**src/verilog/lso_pkg.sv**
```systemverilog
// Package for the link status, overrange and preset register group.
// Assumes a 32-bit APB slave at 25 MHz; offsets are word indices, byte address is four times.
package lso_pkg;

	// ----------------------------------------
	// Register offsets
	// ----------------------------------------
	localparam logic [11:0] OFF_LINK_STATUS = 12'h205;
	localparam logic [11:0] OFF_THRESH_I = 12'h206;
	localparam logic [11:0] OFF_THRESH_Q = 12'h207;
	localparam logic [11:0] OFF_PERIOD = 12'h208;
	localparam logic [11:0] OFF_PRESET_SOURCE = 12'h20c;
	localparam logic [11:0] OFF_PRESET_INDEX = 12'h20d;
	localparam logic [11:0] OFF_REF_DIVISOR = 12'h20e;
	localparam logic [11:0] OFF_LINK_CTRL = 12'h210;
	localparam logic [11:0] OFF_IRQ_STATUS = 12'h214;
	localparam logic [11:0] OFF_IRQ_CLEAR = 12'h218;
	localparam logic [11:0] OFF_IRQ_ENABLE = 12'h21c;

	// ----------------------------------------
	// Field positions
	// ----------------------------------------
	localparam int BIT_LINK_UP = 6;
	localparam int BIT_SYNC_LEVEL = 5;
	localparam int BIT_REALIGNED = 4;
	localparam int BIT_MULTIFRAME_PHASE_FLAG = 3;
	localparam int BIT_PLL_LOCKED = 2;
	localparam int BIT_PRESET_SOURCE = 0;
	localparam int BIT_LINK_ENABLE = 0;
	localparam int BIT_SYNC_SELECT = 1;
	localparam int IRQ_REALIGNED = 0;
	localparam int IRQ_MULTIFRAME_PHASE_FLAG = 1;
	localparam int IRQ_OVR_I = 2;
	localparam int IRQ_OVR_Q = 3;

	// ----------------------------------------
	// Reset values
	// ----------------------------------------
	localparam logic [7:0] RST_THRESH_I = 8'hf2;
	localparam logic [7:0] RST_THRESH_Q = 8'hab;
	localparam logic [2:0] RST_PERIOD = 3'h0;
	localparam logic [2:0] RST_PRESET_INDEX = 3'h0;
	localparam logic [15:0] RST_REF_DIVISOR = 16'h0000;
	localparam logic [1:0] RST_LINK_CTRL = 2'h1;

	// ----------------------------------------
	// Timing
	// ----------------------------------------
	localparam int BASE_PERIOD_CYCLES = 8;

	typedef struct packed {
		logic [11:0] addr;
		logic write;
		logic [31:0] wdata;
	} lso_req_s;

	typedef struct packed {
		logic [15:0] i;
		logic [15:0] q;
	} lso_sample_s;

endpackage

```
**src/verilog/lso_regs.sv**
```systemverilog
// Link status, overrange detection and preset selection register group.
// Assumes pins and link-state inputs are asynchronous; samples are in pclk.
// Functional notes
// - Link-active bit 6 is high only while link is in data phase.
// - Bit 5 shows selected sync pin level live; 0 means request asserted.
// - Sysref shifting a clock phase sets realigned bit 4; write 1 clears.
// - First sysref after link enable sets multiframe_phase_flag bit 3; write 1 clears.
// - Bit 2 reads high while the PLL is locked.
// - I overrange bit 0 sets when abs level reaches I threshold, reset 0xf2.
// - Q overrange bit 1 sets when abs level reaches Q threshold, reset 0xab.
// - Monitoring period is base times two to the period exponent.
// - Preset source 0 takes the preset index from the three pins.
// - Preset source 1 takes the preset index from register bits 2 to 0.
// - Active preset 0 to 7 selects frequency, phase and delay presets.
// - Reference divisor is 16 bits in one word register, reset zero.
// - Link enable low holds the link in reset and gates its clocks.
// - Sync select 0 picks single-ended pin, 1 picks differential pin.
`timescale 1ns/100ps
`default_nettype none
module lso_regs
	import lso_pkg::*;
#(
	parameter int SAMPLE_WIDTH = 16,
	parameter int FREQ_WIDTH = 32,
	parameter int PHASE_WIDTH = 16,
	parameter int DELAY_WIDTH = 4
) (
	// APB slave
	input wire logic pclk,
	input wire logic presetn,
	input wire logic psel,
	input wire logic penable,
	input wire logic pwrite,
	input wire logic [11:0] paddr,
	input wire logic [31:0] pwdata,
	output logic [31:0] prdata,
	output logic pready,
	output logic pslverr,
	// Link and system pins
	input wire logic single_ended_sync_pin,
	input wire logic differential_sync_pin,
	input wire logic data_phase_state,
	input wire logic sysref_phase_shift,
	input wire logic sysref_event,
	input wire logic pll_locked,
	input wire logic [2:0] preset_index_pins,
	// Sample stream
	input wire logic sample_valid,
	input wire lso_sample_s sample,
	output logic [1:0] overrange_control_bits,
	// Preset tables, eight entries each
	input wire logic [8*FREQ_WIDTH-1:0] oscillator_frequency_preset,
	input wire logic [8*PHASE_WIDTH-1:0] oscillator_phase_preset,
	input wire logic [8*DELAY_WIDTH-1:0] downconverter_delay_preset,
	output logic [2:0] active_preset,
	output logic [FREQ_WIDTH-1:0] active_frequency,
	output logic [PHASE_WIDTH-1:0] active_phase,
	output logic [DELAY_WIDTH-1:0] active_delay,
	output logic [15:0] oscillator_reference_divisor,
	// Link control and interrupt
	output logic link_reset_n,
	output logic link_clock_enable,
	output logic irq
);

	// ----------------------------------------
	// Input synchronisers
	// ----------------------------------------
	// All six link-side levels share one two-stage chain, so a sysref pulse
	// must stay high for at least one clock to be seen at all.
	logic [5:0] sync_a;
	logic [5:0] sync_b;
	logic [5:0] sync_in;
	assign sync_in = {single_ended_sync_pin, differential_sync_pin, data_phase_state,
		sysref_phase_shift, sysref_event, pll_locked};

	always_ff @(posedge pclk or negedge presetn) begin
		if (!presetn) begin
			sync_a <= 6'h00;
			sync_b <= 6'h00;
		end else begin
			sync_a <= sync_in;
			sync_b <= sync_a;
		end
	end

	logic [2:0] pins_a;
	logic [2:0] pins_b;
	always_ff @(posedge pclk or negedge presetn) begin
		if (!presetn) begin
			pins_a <= 3'h0;
			pins_b <= 3'h0;
		end else begin
			pins_a <= preset_index_pins;
			pins_b <= pins_a;
		end
	end

	logic se_sync;
	logic diff_sync;
	logic in_data_phase;
	logic shift_lvl;
	logic sysref_lvl;
	logic pll_lvl;
	assign se_sync = sync_b[5];
	assign diff_sync = sync_b[4];
	assign in_data_phase = sync_b[3];
	assign shift_lvl = sync_b[2];
	assign sysref_lvl = sync_b[1];
	assign pll_lvl = sync_b[0];

	// ----------------------------------------
	// APB decode
	// ----------------------------------------
	// Each register owns one aligned 32-bit word, so the register index is the byte
	// address divided by four. Any other byte lane is refused.
	lso_req_s req;
	logic wr;
	logic known;
	logic word_multiframe_phase_flag;
	logic mapped;
	assign req = '{addr: {2'b00, paddr[11:2]}, write: pwrite, wdata: pwdata};
	assign word_multiframe_phase_flag = paddr[1:0] == 2'b00;
	// Tied high: every access completes in its first access cycle.
	assign pready = 1'b1;
	assign wr = psel && penable && req.write && mapped;
	always_comb begin
		unique case (req.addr)
			OFF_LINK_STATUS, OFF_THRESH_I, OFF_THRESH_Q, OFF_PERIOD,
			OFF_PRESET_SOURCE, OFF_PRESET_INDEX, OFF_REF_DIVISOR,
			OFF_LINK_CTRL, OFF_IRQ_STATUS, OFF_IRQ_CLEAR, OFF_IRQ_ENABLE: known = 1'b1;
			default: known = 1'b0;
		endcase
	end
	assign mapped = known && word_multiframe_phase_flag;
	assign pslverr = psel && penable && !mapped;

	// ----------------------------------------
	// Software registers
	// ----------------------------------------
	// Reserved bits of every register are dropped on write and read back as zero.
	logic [7:0] thresh_i;
	logic [7:0] thresh_q;
	logic [2:0] period_exp;
	logic preset_src;
	logic [2:0] preset_idx;
	logic [1:0] link_ctrl;
	logic [3:0] irq_enable;

	always_ff @(posedge pclk or negedge presetn) begin
		if (!presetn) begin
			thresh_i <= RST_THRESH_I;
			thresh_q <= RST_THRESH_Q;
			period_exp <= RST_PERIOD;
			preset_src <= 1'b0;
			preset_idx <= RST_PRESET_INDEX;
			oscillator_reference_divisor <= RST_REF_DIVISOR;
			link_ctrl <= RST_LINK_CTRL;
			irq_enable <= 4'h0;
		end else if (wr) begin
			unique case (req.addr)
				OFF_THRESH_I: thresh_i <= req.wdata[7:0];
				OFF_THRESH_Q: thresh_q <= req.wdata[7:0];
				OFF_PERIOD: period_exp <= req.wdata[2:0];
				OFF_PRESET_SOURCE: preset_src <= req.wdata[BIT_PRESET_SOURCE];
				OFF_PRESET_INDEX: preset_idx <= req.wdata[2:0];
				OFF_REF_DIVISOR: oscillator_reference_divisor <= req.wdata[15:0];
				OFF_LINK_CTRL: link_ctrl <= req.wdata[1:0];
				OFF_IRQ_ENABLE: irq_enable <= req.wdata[3:0];
				default: ;
			endcase
		end
	end

	// Link enable doubles as the link block's reset and clock gate; its reset
	// value of one keeps a freshly powered link running.
	logic link_en;
	assign link_en = link_ctrl[BIT_LINK_ENABLE];
	assign link_reset_n = link_en;
	assign link_clock_enable = link_en;

	// ----------------------------------------
	// Status flags
	// ----------------------------------------
	logic sysref_d;
	logic sysref_rise;
	logic seen_sysref;
	logic realigned;
	logic multiframe_phase_flag;
	logic shift_d;
	logic shift_rise;
	logic clr_status;
	assign sysref_rise = sysref_lvl && !sysref_d;
	assign shift_rise = shift_lvl && !shift_d;
	assign clr_status = wr && req.addr == OFF_LINK_STATUS;

	always_ff @(posedge pclk or negedge presetn) begin
		if (!presetn) begin
			sysref_d <= 1'b0;
			shift_d <= 1'b0;
		end else begin
			sysref_d <= sysref_lvl;
			shift_d <= shift_lvl;
		end
	end

	// A set in the clearing cycle wins, so no sysref event is lost.
	always_ff @(posedge pclk or negedge presetn) begin
		if (!presetn) begin
			realigned <= 1'b0;
			multiframe_phase_flag <= 1'b0;
			seen_sysref <= 1'b0;
		end else begin
			if (shift_rise)
				realigned <= 1'b1;
			else if (clr_status && req.wdata[BIT_REALIGNED])
				realigned <= 1'b0;
			if (!link_en)
				seen_sysref <= 1'b0;
			else if (sysref_rise)
				seen_sysref <= 1'b1;
			if (link_en && sysref_rise && !seen_sysref)
				multiframe_phase_flag <= 1'b1;
			else if (clr_status && req.wdata[BIT_MULTIFRAME_PHASE_FLAG])
				multiframe_phase_flag <= 1'b0;
		end
	end

	// A live view of the selected pin after the synchroniser, so it trails
	// the pin by two clocks.
	logic sync_level;
	assign sync_level = link_ctrl[BIT_SYNC_SELECT] ? diff_sync : se_sync;

	logic [7:0] status;
	always_comb begin
		status = 8'h00;
		status[BIT_LINK_UP] = in_data_phase && link_en;
		status[BIT_SYNC_LEVEL] = sync_level;
		status[BIT_REALIGNED] = realigned;
		status[BIT_MULTIFRAME_PHASE_FLAG] = multiframe_phase_flag;
		status[BIT_PLL_LOCKED] = pll_lvl;
	end

	// ----------------------------------------
	// Overrange detection
	// ----------------------------------------
	logic [31:0] period_len;
	logic [31:0] period_cnt;
	logic period_end;
	logic [1:0] ovr_seen;
	logic [SAMPLE_WIDTH-1:0] abs_i;
	logic [SAMPLE_WIDTH-1:0] abs_q;
	logic hit_i;
	logic hit_q;
	logic [7:0] mag_i;
	logic [7:0] mag_q;
	logic [1:0] next_ovr;
	assign period_len = 32'(BASE_PERIOD_CYCLES) << period_exp;
	// Greater-or-equal, not equal: an exponent lowered mid-period would
	// otherwise let the counter run past the end and wrap round.
	assign period_end = period_cnt >= period_len - 32'd1;
	assign abs_i = sample.i[SAMPLE_WIDTH-1] ? SAMPLE_WIDTH'(-sample.i) : sample.i;
	assign abs_q = sample.q[SAMPLE_WIDTH-1] ? SAMPLE_WIDTH'(-sample.q) : sample.q;
	// The most negative sample has no positive twin and wraps onto the sign bit;
	// it is taken as full scale so that it still trips any threshold.
	assign mag_i = abs_i[SAMPLE_WIDTH-1] ? 8'hff : abs_i[SAMPLE_WIDTH-2 -: 8];
	assign mag_q = abs_q[SAMPLE_WIDTH-1] ? 8'hff : abs_q[SAMPLE_WIDTH-2 -: 8];
	// Thresholds compare against the top byte of the magnitude, full scale 255.
	assign hit_i = sample_valid && mag_i >= thresh_i;
	assign hit_q = sample_valid && mag_q >= thresh_q;
	// A hit anywhere in a period is kept, so a short burst is never lost.
	assign next_ovr = ovr_seen | {hit_q, hit_i};

	// Period phase restarts with the link, which is why exponent changes belong there.
	always_ff @(posedge pclk or negedge presetn) begin
		if (!presetn) begin
			period_cnt <= 32'd0;
		end else if (!link_en || period_end) begin
			period_cnt <= 32'd0;
		end else begin
			period_cnt <= period_cnt + 32'd1;
		end
	end

	always_ff @(posedge pclk or negedge presetn) begin
		if (!presetn) begin
			ovr_seen <= 2'b00;
			overrange_control_bits <= 2'b00;
		end else if (period_end) begin
			overrange_control_bits <= next_ovr;
			ovr_seen <= 2'b00;
		end else begin
			ovr_seen <= next_ovr;
		end
	end

	// ----------------------------------------
	// Interrupts
	// ----------------------------------------
	logic [3:0] irq_status;
	logic [3:0] irq_set;
	logic [3:0] irq_clr;
	// Overrange interrupts fire on every period end that loads the control bit high,
	// the same edge at which the sample stream starts to carry it.
	assign irq_set[IRQ_REALIGNED] = shift_rise;
	assign irq_set[IRQ_MULTIFRAME_PHASE_FLAG] = link_en && sysref_rise && !seen_sysref;
	assign irq_set[IRQ_OVR_I] = period_end && next_ovr[0];
	assign irq_set[IRQ_OVR_Q] = period_end && next_ovr[1];
	assign irq_clr = (wr && req.addr == OFF_IRQ_CLEAR) ? req.wdata[3:0] : 4'h0;
	always_ff @(posedge pclk or negedge presetn) begin
		if (!presetn)
			irq_status <= 4'h0;
		else
			irq_status <= irq_set | (irq_status & ~irq_clr);
	end
	// A plain level: it falls as soon as software clears or masks the bit.
	assign irq = |(irq_status & irq_enable);

	// ----------------------------------------
	// Preset selection
	// ----------------------------------------
	// Tables follow the active index one clock later, so a pin change reaches
	// the table outputs four clocks after the pins settle.
	always_ff @(posedge pclk or negedge presetn) begin
		if (!presetn) begin
			active_preset <= 3'h0;
			active_frequency <= '0;
			active_phase <= '0;
			active_delay <= '0;
		end else begin
			active_preset <= preset_src ? preset_idx : pins_b;
			active_frequency <=
				oscillator_frequency_preset[active_preset*FREQ_WIDTH +: FREQ_WIDTH];
			active_phase <=
				oscillator_phase_preset[active_preset*PHASE_WIDTH +: PHASE_WIDTH];
			active_delay <=
				downconverter_delay_preset[active_preset*DELAY_WIDTH +: DELAY_WIDTH];
		end
	end

	// ----------------------------------------
	// Read data
	// ----------------------------------------
	// Latched in the setup cycle and held, so a status bit that moves during
	// the access phase cannot tear the returned word.
	always_ff @(posedge pclk or negedge presetn) begin
		if (!presetn) begin
			prdata <= 32'h0;
		end else if (psel && !penable && !pwrite && !mapped) begin
			prdata <= 32'h0;
		end else if (psel && !penable && !pwrite) begin
			unique case (req.addr)
				OFF_LINK_STATUS: prdata <= {24'h0, status};
				OFF_THRESH_I: prdata <= {24'h0, thresh_i};
				OFF_THRESH_Q: prdata <= {24'h0, thresh_q};
				OFF_PERIOD: prdata <= {29'h0, period_exp};
				OFF_PRESET_SOURCE: prdata <= {31'h0, preset_src};
				OFF_PRESET_INDEX: prdata <= {29'h0, preset_idx};
				OFF_REF_DIVISOR: prdata <= {16'h0, oscillator_reference_divisor};
				OFF_LINK_CTRL: prdata <= {30'h0, link_ctrl};
				OFF_IRQ_STATUS: prdata <= {28'h0, irq_status};
				OFF_IRQ_ENABLE: prdata <= {28'h0, irq_enable};
				default: prdata <= 32'h0;
			endcase
		end
	end

endmodule
`default_nettype wire
```
**config.mk**
```make
export PLATFORM = sky130hd
export DESIGN_NAME = lso_regs
export DESIGN_NICKNAME = d
export VERILOG_FILES = /design/src/verilog/lso_pkg.sv /design/src/verilog/lso_regs.sv
export SDC_FILE = /design/constraint.sdc
export NUM_CORES = 1
export LEC_CHECK = 0
export BUFFER_PORTS_ARGS = -buffer_cell sky130_fd_sc_hd__buf_2
export CORE_AREA = 2 2 243 245
export DETAILED_ROUTE_END_ITERATION = 10
export DIE_AREA = 0 0 245 247
export PLACE_DENSITY_LB_ADDON = 0.2
export SYNTH_ARGS = -nofsm -noshare
export SYNTH_HDL_FRONTEND = slang
export SYNTH_SLANG_ARGS = --single-unit
```
**constraint.sdc**
```tcl
create_clock -name pclk -period 3.9 [get_ports pclk]
set_input_delay 0.39 -clock pclk [delete_from_list [all_inputs] [get_ports pclk]]
set_output_delay 0.39 -clock pclk [all_outputs]
set_load 0.005 [all_outputs]
```
# Yosys cells after proc, flatten, opt, wreduce, memory -nomap -nowiden
# Cells that the tools add are included.
totals:
  regBits: 195
  latchBits: 0
  ramBits: 0
  romBits: 0
  in_bits: 507
  out_inout_bits: 110
  mem_count: 0
classes:
  add_sub_neg: 4
  n_mul: 0
  div: 0
  magnitude_cmp: 3
  eq_ne: 12
  shift: 4
  mux: 19
  n_bitwise: 5
  reduce_logical: 43
op_table:
  columns: ["cell", "count"]
  rows:
  - ["256-bit by 9-bit variable part select with 32-bit output", 1]
  - ["16-bit case mux with 10 select lines", 1]
  - ["128-bit by 8-bit variable part select with 16-bit output", 1]
  - ["10-bit == test, second input constant", 11]
  - ["32-bit 2-to-1 mux", 3]
  - ["32-bit by 1-bit adder with 32-bit output, second input constant", 1]
  - ["32-bit >= comparator", 1]
  - ["16-bit 2-to-1 mux", 2]
  - ["16-bit negation", 2]
  - ["32-bit by 6-bit variable part select with 4-bit output", 1]
  - ["4-bit by 3-bit << shifter with 32-bit output, first input constant", 1]
  - ["32-bit by 1-bit subtractor with 32-bit output, second input constant", 1]
  - ["1-bit logical AND", 21]
  - ["8-bit >= comparator", 2]
  - ["8-bit 2-to-1 mux", 2]
  - ["2-bit AND reduction", 8]
  - ["11-bit OR reduction", 1]
  - ["4-bit bitwise AND", 2]
  - ["1-bit 2-to-1 mux", 8]
  - ["1-bit logical NOT", 7]
  - ["2-bit nonzero test", 3]
  - ["4-bit 2-to-1 mux", 1]
  - ["4-bit inverter", 1]
  - ["4-bit OR", 1]
  - ["other kinds (7)", 7]

# Depth between registers and ports, before layout
logic_depth:
  depth_word: 10
  depth_mapped: 12
  ltp_nobuf: 12

# Worst setup path before layout
# Ideal clock, no wire load.
synth_path:
  kind: "input port to flip-flop"
  start: "input sample[25] (netlist name)"
  end: "register irq_status[2]"
  t_arrival_ps: 3069
  required_ps: 3749
  setup_slack_ps: 680
  cell_stages: 10
  path_buffers: 0
  path_cell_list: "or4_1 nor4_1 nand3_1 and2_1 ha_1 nand2b_1 a2111oi_0 nor4_1 a2111oi_0 o21ai_0"
synth_between:
  elab_chain_cells: 8
synth_lines:
  columns: ["element", "line", "rtl"]
  rows:
  - ["start, declared", "lso_regs.sv:49", "input wire lso_sample_s sample,"]
  - ["16-bit negation", "lso_regs.sv:262", "assign abs_i = sample.i[SAMPLE_WIDTH-1] ? SAMPLE_WIDTH'(-sample.i) : sample.i;"]
  - ["16-bit 2-to-1 mux (*)", "lso_regs.sv:262", null]
  - ["8-bit 2-to-1 mux (*)", "lso_regs.sv:266", "assign mag_i = abs_i[SAMPLE_WIDTH-1] ? 8'hff : abs_i[SAMPLE_WIDTH-2 -: 8];"]
  - ["8-bit >= comparator (*)", "lso_regs.sv:269", "assign hit_i = sample_valid && mag_i >= thresh_i;"]
  - ["1-bit logical AND (*)", "lso_regs.sv:269", null]
  - ["2-bit OR (*)", "lso_regs.sv:272", "assign next_ovr = ovr_seen | {hit_q, hit_i};"]
  - ["1-bit logical AND (*)", "lso_regs.sv:307", "assign irq_set[IRQ_OVR_I] = period_end && next_ovr[0];"]
  - ["4-bit OR (*)", "lso_regs.sv:314", "irq_status <= irq_set | (irq_status & ~irq_clr);"]
  - ["end signal, assigned", "lso_regs.sv:314", null]
  - ["end, declared", "lso_regs.sv:300", "logic [3:0] irq_status;"]
# Every way passes the cells marked *; elsewhere a longest branch is shown, timed or not.
# A chain may end at the register's enable or synchronous reset.

# Final worst setup path
# Same ends and word-level chain as after synthesis.

==> reports/metrics.json <==
{
  "critical_path": {
    "cp_slowest_cell": "sky130_fd_sc_hd__or4_1",
    "reg_to_reg_setup_timing_slack_ns": 0.99,
    "timing.critical_path.arrival_ns": 3.35,
    "critical_path.reg2reg.endpoint": "period_cnt[7]$_DFF_PN0_",
    "worstReg2RegStart": "period_exp[0]$_DFFE_PN0P_",
    "timing.critical_path.from_type": "input port",
    "worst_setup_path_startpoint": "sample[25]",
    "critical_path_peak_fanout": 6,
    "reg2regPathDepth": 12,
    "timing.critical_path.required_ns": 4.25,
    "worstPathCellList": "buf_2, or4_1, nor4_1, nand3_1, and2_1, ha_1, nand2b_1, a2111oi_0, nor4_1, a2111oi_0, buf_4, o21ai_0",
    "endpoint": "irq_status[2]$_DFF_PN0_",
    "critical-path-max-stage-delay_ns": 0.57,
    "crit_path_end_kind": "register",
    "timing.setup.critical_path_class": "in -> reg"
  },
  "power_and_ir_drop": {
    "max-vdd-ir-drop_v": 0.000404,
    "pwr_density_cell_nw_per_um2": 298,
    "clkPwrFrac": 0.389,
    "swShare": 0.288,
    "share_comb_of_total_power": 0.191,
    "internal_power_mw": 3.39,
    "p_leak_nw": 7.48,
    "p_switching_mw": 1.37,
    "p_seq_frac": 0.420
  },
  "die": {
    "count_of_boundary_i_o_pins": 617,
    "die_width_um": 245,
    "dieArea_um2": 60500,
    "die_height_um": 247,
    "initial_core_util": 0.194,
    "row_count": 89,
    "core_area_um2": 58200
  },
  "cts": {
    "cts-root-buf": "sky130_fd_sc_hd__clkbuf_16",
    "cts_setup_buffers": 0,
    "post_cts_sizing_count": 0,
    "cts_num_sinks": 179,
    "cts_tree": "done",
    "worstSkewPairLatency_ns": 0.49,
    "htreeDepth": 4,
    "tritoncts.num_buffers": 17,
    "cts.path.max_buffers": 2,
    "worst_setup_hold_path_clk_slew_ns": 0.08
  },
  "final_layout": {
    "syn_to_final_growth_pct": 41.2,
    "fin_nets": 2086,
    "finalNonFillerCells": 2328,
    "fill_cells": 6186,
    "layout-drive-gt1-share": 0.556,
    "multi_input_combinational_cell_area_um2": 6510,
    "layout.area.seq_um2": 4500
  },
  "detailed_routing": {
    "finalWirelength_um": 53000,
    "drt-initial-drc-count": 564,
    "dr_total_vias": 10403,
    "route.antenna.remaining_nets": 0,
    "detail_route.first_pass.iterations": 4,
    "vias_per_cell": 4.47,
    "drt-wirelength-per-cell_um": 22.8,
    "post-route-drc-count": 0
  },
  "yosys": {
    "synth_top_area_frac": 0.372,
    "synth_seq_area_share": 0.397,
    "synth.top_cells.by_count": "168 x sky130_fd_sc_hd__dfrtp_1, 104 x sky130_fd_sc_hd__mux4_2, 87 x sky130_fd_sc_hd__mux2_2, 81 x sky130_fd_sc_hd__nand2_1, 57 x sky130_fd_sc_hd__nor2_1",
    "ys_async_sr_fraction": 1.00,
    "synthesis.area_um2": 11300,
    "postSynth.topFlopCell": "sky130_fd_sc_hd__dfrtp_1",
    "number_of_enable_flip_flop_cells_after_synthesis": 0,
    "post_synth_main_area_contributors": "sky130_fd_sc_hd__dfrtp_1 37%, sky130_fd_sc_hd__mux4_2 21%, sky130_fd_sc_hd__mux2_2 8.7%",
    "synthesis.area_per_instance_um2": 12.2,
    "synth.ff_latch_count": 179,
    "yosysTopAreaCell": "sky130_fd_sc_hd__dfrtp_1",
    "netlist-cell-type-count": 66,
    "post-synth-top-count-cell": "sky130_fd_sc_hd__dfrtp_1",
    "post_synth_inst_count": 926,
    "yosysWarnings": 0
  },
  "hold_path": {
    "worstHoldPathCells": 3,
    "worstHoldPathType": "in -> reg"
  },
  "place": {
    "globalplace.congestion": 0.972,
    "dp_cells": 2278,
    "place.port_buffers": 583,
    "dpl.hpwl_um": 44600
  },
  "job": {
    "max_cap_violations": 0
  },
  "global_route": {
    "grt_pass1_wl_um": 75200,
    "first_global_vias": 10722,
    "remaining_global_route_overflow": 0,
    "grt_max_degree": 71,
    "antenna_violations_before_repair": 35,
    "grt_util_all_layers": 0.175
  },
  "timing": {
    "final_min_period_over_clock_period": 0.769,
    "finalHoldViolCount": 0,
    "max-slew-margin-rel": 0.376,
    "max_freq_mhz": 333,
    "grt_setup_unrepaired": "false",
    "tightestPinTransition_ns": 0.927,
    "final-setup-viol-count": 0,
    "hold-worst-slack_ns": 0.140,
    "worst_clock_skew_ns": 0.0230,
    "final_period_minus_worst_setup_slack_ns": 3.00,
    "total_negative_setup_slack_ns": 0,
    "drv_slew": 0
  },
  "outcome": {
    "status": "finished clean"
  }
}
logic make-up after synthesis:
family                   share of synthesized area
AND/OR/NAND/NOR                              0.112
multiplexers                                 0.300
flip-flops                                   0.397
AO/OA/AOI/OAI                               0.0705
buffers and inverters                       0.0374
adder cells (fa/ha/maj)                     0.0498
XOR/XNOR                                    0.0325
other                                     0.000664
critical path, delay by kind of cell:
| family | cells | cell delay [ns] |
|---|---|---|
| simple gates | 6 | 1.54 |
| buf+inv | 2 | 0.31 |
| compound gates | 3 | 0.85 |
| fa+ha+maj | 1 | 0.26 |
metal layers:
| metal | up-vias | share of wire | global-route usage | wire length (µm) |
|---|---|---|---|---|
| met5 | - | 0.0017 | 0 | 90 |
| met4 | 14 | 0.014 | 0.0337 | 766 |
| met3 | 64 | 0.076 | 0.0586 | 4040 |
| met2 | 410 | 0.50 | 0.302 | 26600 |
| met1 | 5205 | 0.41 | 0.211 | 21500 |
| li1 | 4710 | - | - | - |
timing repair:
item / CTS / global route
endpoints found under the hold margin: 70 / 0
setup endpoints to repair: 0 / 0
hold buffers: 10 / 0
state kept, by name, summed over array words and instances, names as in the netlist, 2 cells and up:
signal and count:
active_frequency 32, irq_enable 4, pins_b 3, period_exp 3, sync_a 6, active_delay 4
pins_a 3, thresh_i 8, overrange_control_bits 2, prdata 16, oscillator_reference_divisor 16, active_phase 16
thresh_q 8, period_cnt 32, preset_idx 3, link_ctrl 2, sync_b 6, active_preset 3
irq_status 4, ovr_seen 2
per-stage QoR:
stage / power (mW) / utilization / setup WS (ns) / area (µm²)
finish: 4.76 / 0.274 / 0.900 / 16000
global route: 5.00 / 0.274 / 0.598 / 16000
CTS: 4.87 / 0.274 / 0.909 / 15900
floorplan: 2.42 / - / 0.680 / 11400
global placement: 2.95 / 0.262 / 0.441 / 15200
detailed placement: 2.95 / 0.262 / 0.417 / 15200
final cells by class:
class	instances	area share
Clock buffer	19	0.0277
Tap cell	773	0.0606
Inverter	26	0.00611
Sequential cell	179	0.282
Timing Repair Buffer	621	0.204
Antenna cell	8	0.00125
Clock inverter	13	0.0102
Multi-Input combinational cell	689	0.408
worst min-delay path by stage:
stage               slack [ns]                start                                            to
floorplan                 0.09              presetn                     active_delay[0]$_DFF_PN0_
global placement          0.34  sync_a[2]$_DFF_PN0_                           sync_b[2]$_DFF_PN0_
detailed placement        0.33  sync_a[4]$_DFF_PN0_                           sync_b[4]$_DFF_PN0_
CTS                       0.10           pwdata[14]  oscillator_reference_divisor[14]$_DFFE_PN0P_
global route              0.11           pwdata[13]  oscillator_reference_divisor[13]$_DFFE_PN0P_
finish                    0.14            pwdata[6]                       thresh_i[6]$_DFFE_PN1P_
placed cells by master, fill, tap and decap left out, types with 5 or more instances in the layout:
master | netlist | layout
sky130_fd_sc_hd__inv_6 | 0 | 5
sky130_fd_sc_hd__buf_4 | 18 | 26
sky130_fd_sc_hd__a22o_1 | 9 | 9
sky130_fd_sc_hd__xor2_1 | 20 | 20
sky130_fd_sc_hd__dlygate4sd3_1 | 0 | 10
sky130_fd_sc_hd__a211oi_1 | 5 | 5
sky130_fd_sc_hd__a221oi_1 | 5 | 5
sky130_fd_sc_hd__inv_1 | 26 | 26
sky130_fd_sc_hd__a21oi_1 | 16 | 16
sky130_fd_sc_hd__o21ai_1 | 6 | 6
sky130_fd_sc_hd__and3_1 | 10 | 10
sky130_fd_sc_hd__o21a_1 | 5 | 5
sky130_fd_sc_hd__nor4_1 | 11 | 11
sky130_fd_sc_hd__diode_2 | 0 | 8
sky130_fd_sc_hd__dfrtp_1 | 168 | 165
sky130_fd_sc_hd__buf_2 | 8 | 582
sky130_fd_sc_hd__mux2_2 | 87 | 87
sky130_fd_sc_hd__nand2_1 | 81 | 81
sky130_fd_sc_hd__nand4_1 | 13 | 13
sky130_fd_sc_hd__conb_1 | 2 | 34
sky130_fd_sc_hd__dfstp_2 | 11 | 11
sky130_fd_sc_hd__mux4_2 | 104 | 104
sky130_fd_sc_hd__o21ai_0 | 32 | 32
sky130_fd_sc_hd__ha_1 | 45 | 45
sky130_fd_sc_hd__and4_1 | 8 | 8
sky130_fd_sc_hd__mux2i_1 | 7 | 7
sky130_fd_sc_hd__nand3_1 | 15 | 15
sky130_fd_sc_hd__xnor2_1 | 22 | 22
sky130_fd_sc_hd__nor3_1 | 24 | 24
sky130_fd_sc_hd__clkbuf_16 | 0 | 17
sky130_fd_sc_hd__nor2_1 | 57 | 57
sky130_fd_sc_hd__a21o_1 | 6 | 6
power groups by stage:
stage                     clock (mW)  combinational (mW)  sequential [mW]
after floorplan                    0               0.404             2.01
after global placement             0               0.909             2.04
after detailed placement           0               0.916             2.04
after CTS                       1.93               0.927             2.00
after global routing            2.00               0.988             2.01
final                           1.85               0.908             2.00
No activity file was read; power rests on OpenSTA's default activity.
